`src/hw/irq_mask_pkg.sv`:
```
// package for the extended interrupt enable mask register block
// assumes an 8-bit special-function register bus inside the core
`default_nettype none
package irq_mask_pkg;
  localparam logic [7:0] EXT_IRQ_EN2_ADDR = 8'hE7;
  localparam logic [7:0] EXT_IRQ_EN2_RESET = 8'h00;
  localparam logic [7:0] EXT_OSC_CONTROL_ADDR = 8'hB1;
  localparam int XTAL_EN_BIT = 7;
  localparam int RSVD_HI_BIT = 6;
  localparam int SOFT_EN_LSB = 2;
  localparam int SOFT_EN_MSB = 5;
  localparam int CONV_EN_BIT = 1;
  localparam int RSVD_LO_BIT = 0;
  localparam int CRYSTAL_STABLE_BIT = 7;
  // writable bits of the enable register; bits 6 and 0 always hold zero
  localparam logic [7:0] EXT_IRQ_EN2_WMASK = 8'hBE;
  localparam int SOFT_IRQ_COUNT = 4;
endpackage : irq_mask_pkg
`default_nettype wire

```
`src/hw/irq_gate.sv`:
```
// one masked interrupt source: pending flag ANDed with its enable bit
// assumes the pending flag is held by its owning unit
`default_nettype none
module irq_gate (
  input wire logic pending,
  input wire logic enable,
  output logic request
);
  assign request = pending & enable;
endmodule : irq_gate
`default_nettype wire

```
`src/hw/ext_irq_enable.sv`:
```
// extended interrupt enable register 2 and its masking of six sources
// assumes a single-cycle special-function register bus from the core
`default_nettype none
// Notes on behaviour
// - bit 7 gates crystal-stable interrupt requests
// - bit 6 reserved, reads 0, write 0
// - bits 5..2 mask soft interrupts 3..0
// - soft request reaches core only when enabled
// - bit 1 masks conversion-done interrupt
// - crystal-stable flag is oscillator control bit 7
module ext_irq_enable
  import irq_mask_pkg::*;
(
  input wire logic clk,
  input wire logic rst_n,
  input wire logic [7:0] sfr_addr,
  input wire logic sfr_wr,
  input wire logic sfr_rd,
  input wire logic [7:0] sfr_wdata,
  output logic [7:0] sfr_rdata,
  output logic sfr_hit,
  input wire logic [7:0] ext_osc_control,
  input wire logic [SOFT_IRQ_COUNT-1:0] soft_irq_flag,
  input wire logic conv_done_flag,
  output logic crystal_stable_req,
  output logic [SOFT_IRQ_COUNT-1:0] soft_irq_req,
  output logic conv_done_req
);
  // ----------------------------------------------------------------
  // enable register
  // ----------------------------------------------------------------
  logic [7:0] irq_en;
  logic en_write;
  logic crystal_stable_flag;
  logic crystal_stable_irq_en;
  logic conv_done_irq_en;
  logic [SOFT_IRQ_COUNT-1:0] soft_en;

  assign en_write = sfr_wr && (sfr_addr == EXT_IRQ_EN2_ADDR);

  // reserved bits are masked off so a stray 1 can never enable anything
  always_ff @(posedge clk) begin
    if (!rst_n) begin
      irq_en <= EXT_IRQ_EN2_RESET;
    end else if (en_write) begin
      irq_en <= sfr_wdata & EXT_IRQ_EN2_WMASK;
    end
  end

  assign crystal_stable_irq_en = irq_en[XTAL_EN_BIT];
  assign soft_en = irq_en[SOFT_EN_MSB:SOFT_EN_LSB];
  assign conv_done_irq_en = irq_en[CONV_EN_BIT];
  assign crystal_stable_flag = ext_osc_control[CRYSTAL_STABLE_BIT];

  // ----------------------------------------------------------------
  // read path
  // ----------------------------------------------------------------
  // read data registered; it shows the stored value the cycle after
  always_ff @(posedge clk) begin
    if (!rst_n) begin
      sfr_rdata <= 8'h00;
    end else if (sfr_rd && (sfr_addr == EXT_IRQ_EN2_ADDR)) begin
      sfr_rdata <= irq_en;
    end else begin
      sfr_rdata <= 8'h00;
    end
  end

  assign sfr_hit = (sfr_rd || sfr_wr) && (sfr_addr == EXT_IRQ_EN2_ADDR);

  // ----------------------------------------------------------------
  // masking; flags stay pending in their owners while masked
  // ----------------------------------------------------------------
  irq_gate u_xtal_gate (
    .pending(crystal_stable_flag),
    .enable(crystal_stable_irq_en),
    .request(crystal_stable_req)
  );

  genvar gi;
  generate
    for (gi = 0; gi < SOFT_IRQ_COUNT; gi++) begin : g_soft
      irq_gate u_soft_gate (
        .pending(soft_irq_flag[gi]),
        .enable(soft_en[gi]),
        .request(soft_irq_req[gi])
      );
    end
  endgenerate

  irq_gate u_conv_gate (
    .pending(conv_done_flag),
    .enable(conv_done_irq_en),
    .request(conv_done_req)
  );
endmodule : ext_irq_enable
`default_nettype wire

```
`config.mk`:
```
export PLATFORM = sky130hd
export DESIGN_NAME = ext_irq_enable
export DESIGN_NICKNAME = d
export VERILOG_FILES = /design/src/hw/irq_mask_pkg.sv /design/src/hw/irq_gate.sv /design/src/hw/ext_irq_enable.sv
export SDC_FILE = /design/constraint.sdc
export NUM_CORES = 1
export LEC_CHECK = 0
export BUFFER_PORTS_ARGS = -buffer_cell sky130_fd_sc_hd__buf_2
export CAP_MARGIN = 20
export CORE_MARGIN = 2
export CORE_UTILIZATION = 25
export CTS_CLUSTER_DIAMETER = 100
export DETAILED_ROUTE_END_ITERATION = 12
export RECOVER_POWER = 100
export SLEW_MARGIN = 20
export SYNTH_ARGS = -nofsm -noshare
export SYNTH_HDL_FRONTEND = slang
export SYNTH_SLANG_ARGS = --single-unit
export TNS_END_PERCENT = 20
```
`constraint.sdc`:
```
create_clock -name clk -period 1.2 [get_ports clk]
set_clock_uncertainty 0.1 [all_clocks]
set_input_delay 0.24 -clock clk [delete_from_list [all_inputs] [get_ports clk]]
set_output_delay 0.24 -clock clk [all_outputs]
set_load 0.03 [all_outputs]
```
==> Yosys cells after proc, flatten, opt, wreduce, memory -nomap -nowiden <==
Index checks and enable logic that the tools add are counted.
{ "classes": {"n_eq_ne": 1, "n_bitwise": 6, "reduce_logical": 5} }
{ "ops": {"columns": ["op", "count"], "rows": [
  ["8-bit == test, second input constant", 1],
  ["1-bit AND", 6],
  ["1-bit logical AND", 3],
  ["2-bit AND reduction", 1],
  ["1-bit logical OR", 1]
]} }
{ "totals": {"ff_bits": 12, "input_bits": 33, "elab_cells": 14} }

==> Depth between registers and ports, before layout <==
{ "depth": {"ltp_word": 3, "depth_mapped": 3, "ltp_nobuf": 3} }

==> Cells and area by module <==
From an unflattened synthesis, not the netlist that was laid out.
{ "unflattened": {"cells_unflattened": 54, "area_unflattened_um2": 528.0} }
{ "by_module_without_submodules": {"columns": ["module", "instances", "cells_each", "area_each_um2", "seq_area_each_um2"], "rows": [
  ["ext_irq_enable", 1, 48, 490.5, 240.2],
  ["irq_gate", 6, 1, 6.3, 0.0]
]} }

==> Worst setup path after synthesis <==
No wires, ideal clock.
{ "synth_path": {"path_kind": "input to output", "from": "input sfr_addr[4]", "to": "output sfr_hit", "arrival_time_ns": 1.195, "required_ns": 0.860, "path_slack_ns": -0.335, "path_stages": 2, "path_cell_list": "nand4bb_4 > nor3_1"} }
{ "synth_between": {"elab_chain_len": 2} }
{ "synth_rtl": {"columns": ["element", "line_no", "source"], "rows": [
  ["from (decl)", "ext_irq_enable.sv:16", "input wire logic [7:0] sfr_addr,"],
  ["8-bit == test", "ext_irq_enable.sv:69", "assign sfr_hit = (sfr_rd || sfr_wr) && (sfr_addr == EXT_IRQ_EN2_ADDR);"],
  ["1-bit logical AND", "ext_irq_enable.sv:69", null],
  ["to (decl)", "ext_irq_enable.sv:21", "output logic sfr_hit,"]
]} }
No other way between the ends.

==> Worst setup path after layout <==
{ "layout_path": {"from": "register irq_en[2]", "to": "output soft_irq_req[0]"} }
{ "layout_between": {"elab_chain_len": 1} }
{ "layout_rtl": {"columns": ["element", "line_no", "source"], "rows": [
  ["from (decl)", "ext_irq_enable.sv:32", "logic [7:0] irq_en;"],
  ["from (signal assigned)", "ext_irq_enable.sv:46", "irq_en <= sfr_wdata & EXT_IRQ_EN2_WMASK;"],
  ["1-bit AND", "irq_gate.sv:9", "assign request = pending & enable;"],
  ["to (decl)", "ext_irq_enable.sv:26", "output logic [SOFT_IRQ_COUNT-1:0] soft_irq_req,"]
]} }
No other way between the ends.

==> summary.txt <==
GRT
  • All-Layer GR Usage: 10.6%
  • Met1 usage: 9.35%
  • Largest net degree at the start of global routing: 13
  • Initial antenna violation count: 0
  • Busiest grt layer: met2
  • GR Layer Usage met3: 1.15%
  • Vias in the first global route: 502
  • GRT overflow: 0
  • First-pass GRT wire length: 2.00 mm
  • Met2 Use GR: 20.7%

Floorplan
  • Core area: 2170 µm²
  • Initial Util: 26.0%
  • Die Span Y: 51.5 µm
  • Horiz. Die Dim: 51.5 µm
  • Die area: 2650 µm²
  • Io pins: 48
  • Row Count: 17

Synthesis
  • Synth top area share: 42.6%
  • Ys Warns: 0
  • Syn Std Cell Area: 564 µm²
  • FFs w/ async S/R, synth: 0%
  • Cell taking the most area after synthesis: dfxtp_1
  • Sequential area share after synthesis: 42.6%
  • Most common cell in the synthesized netlist: nand2_1
  • FF+latch count, synth: 12
  • Distinct cells, synth: 14
  • Post-synthesis cell count: 58
  • Area contributors post-synth: dfxtp_1 (43%), and2_1 (13%), mux2i_1 (11%)
  • Post-Syn Area per Cell: 9.73 µm²
  • Primary FF master, synth: dfxtp_1
  • Post-synth EDFFs: 0
  • Commonest cells post-synth: nand2_1 (13), and2_1 (12), dfxtp_1 (12)

Detailed routing
  • 1st-pass router iterations: 4
  • Vias: 534
  • Drt total wl: 1.28 mm
  • Detailed Route Iter0 Violations: 2
  • Residual DRC: 0
  • Average wire per standard cell: 9.66 µm
  • Post-DRT Antenna Nets: 0
  • Vias per cell: 4.05

Critical path
  • CP arrival: 870 ps
  • Setup CP Type: register to output port
  • CP Launch Type: register
  • CP required: 860 ps
  • CP Max Fanout: 2
  • CP Capture Type: output port

STA
  • Final worst slack: -6.10 ps
  • Fin Setup TNS: -7.50 ps
  • Hold WS: 92.3 ps
  • Slew Limit Fails: 0
  • Final period util: 101%
  • FMAX: 0.829 GHz
  • Setup-failing EPs final: 2
  • Hold Vio Cnt, Final: 0
  • Minimum clock period: 1210 ps
  • Setup repair after global routing missed its margin: yes

Clock network
  • H-tree levels: 1
  • CTS Buffer Depth: 2
  • Root Buffer Master: clkbuf_4
  • CTS tree: done
  • Clock transition at path regs: 80 ps
  • TritonCTS Buffers: 3
  • Hold buffers post-CTS: 0
  • Clock Sinks: 12
  • Clock Latency Late Sink: 280 ps

Placed design
  • Final HPWL DP: 949 µm
  • Gpl congestion: 0.651
  • Placed cell count: 119
  • IO buf count: 36

Pwr
  • Pwr per Cell Area: 864 nW/µm²
  • Leak: 0.451 nW
  • VDD IR-drop max: 0.341 mV

Worst hold path
  • Hold WC Path Type: input pin to register

Job
  • Max-Cap Viols: 0

Outcome
  • Violated checks: setup timing
  • Status: complete, but fails checks

Cells and area
  • Area grow syn2layout: 66.3%
  • Share of layout cells above drive strength 1: 65.4%
  • Fin cells: 132
  • Layout Nets: 138
  • Final design utilization: 43.3%
  • Number of diodes: 0
  • Fillers: 218
power breakdown:
group	internal [mW]	switching, mW
clock	0.185	0.143
sequential	0.398	0.000131
combinational	0.0431	0.0419
metal layers:
layer | vias to the layer above | wire, µm
met5 | - | 0
met4 | 0 | 48
met3 | 5 | 70
met2 | 22 | 735
met1 | 239 | 420
li1 | 268 | -
sequential cells by signal (all words and copies together) (netlist names):
| register | flops |
|---|---|
| sfr_rdata | 6 |
| irq_en | 6 |
critical path, stage by stage (launching register included):
cell and delay (ps):
dfxtp_2 330, and2_4 130, buf_6 120
what timing repair did:
| action | in CTS | in global routing |
|---|---|---|
| setup buffers | 8 | 1 |
| resized for setup | 27 | 0 |
| endpoints found under the setup margin | 7 | 7 |
| pin swaps | 3 | 0 |
cells in the final DEF, fill, tap and decap left out, drive strengths merged:
master    n
nand2    13
clkbuf   12
mux2i     6
buf      40
conb      2
nor2      1
nor3      3
dfxtp    12
nand4bb   1
nand4     1
inv       1
and2     12
final timing paths:
| check | start | to | slack [ps] | depth (start not counted) |
|---|---|---|---|---|
| setup / recovery | irq_en[2] | soft_irq_req[0] | -6 | 2 |
| hold / removal | sfr_wdata[7] | irq_en[7] | 90 | 3 |
| setup reg to reg | irq_en[2] | irq_en[2] | 310 | 4 |
| hold reg to reg | irq_en[7] | sfr_rdata[7] | 460 | 2 |
layout make-up:
type / instances / area (µm²) / area share (%)
Sequential cell: 12 / 248 / 26.4
Clock buffer: 4 / 36.3 / 3.87
Tap cell: 28 / 35.0 / 3.73
Multi-Input combinational cell: 39 / 302 / 32.1
Timing Repair Buffer: 48 / 314 / 33.5
Inverter: 1 / 3.75 / 0.400
cells by family after synthesis:
family / count (synthesis) / synth area share, %
DFF: 12 / 42.6
buffers and inverters: 8 / 9.31
other: 1 / 0.665
and+or+nand+nor: 31 / 36.8
muxes: 6 / 10.6
through the flow:
step	setup slack [ps]	power, mW	cell area (µm²)
global route	-38.5	0.841	938
CTS	-12.1	0.818	950
global placement	-121	0.485	781
detailed placement	-156	0.487	781
floorplan	15.9	0.444	579
finish	-6.10	0.811	938
Note: power is estimated with default switching activity, not from simulation.
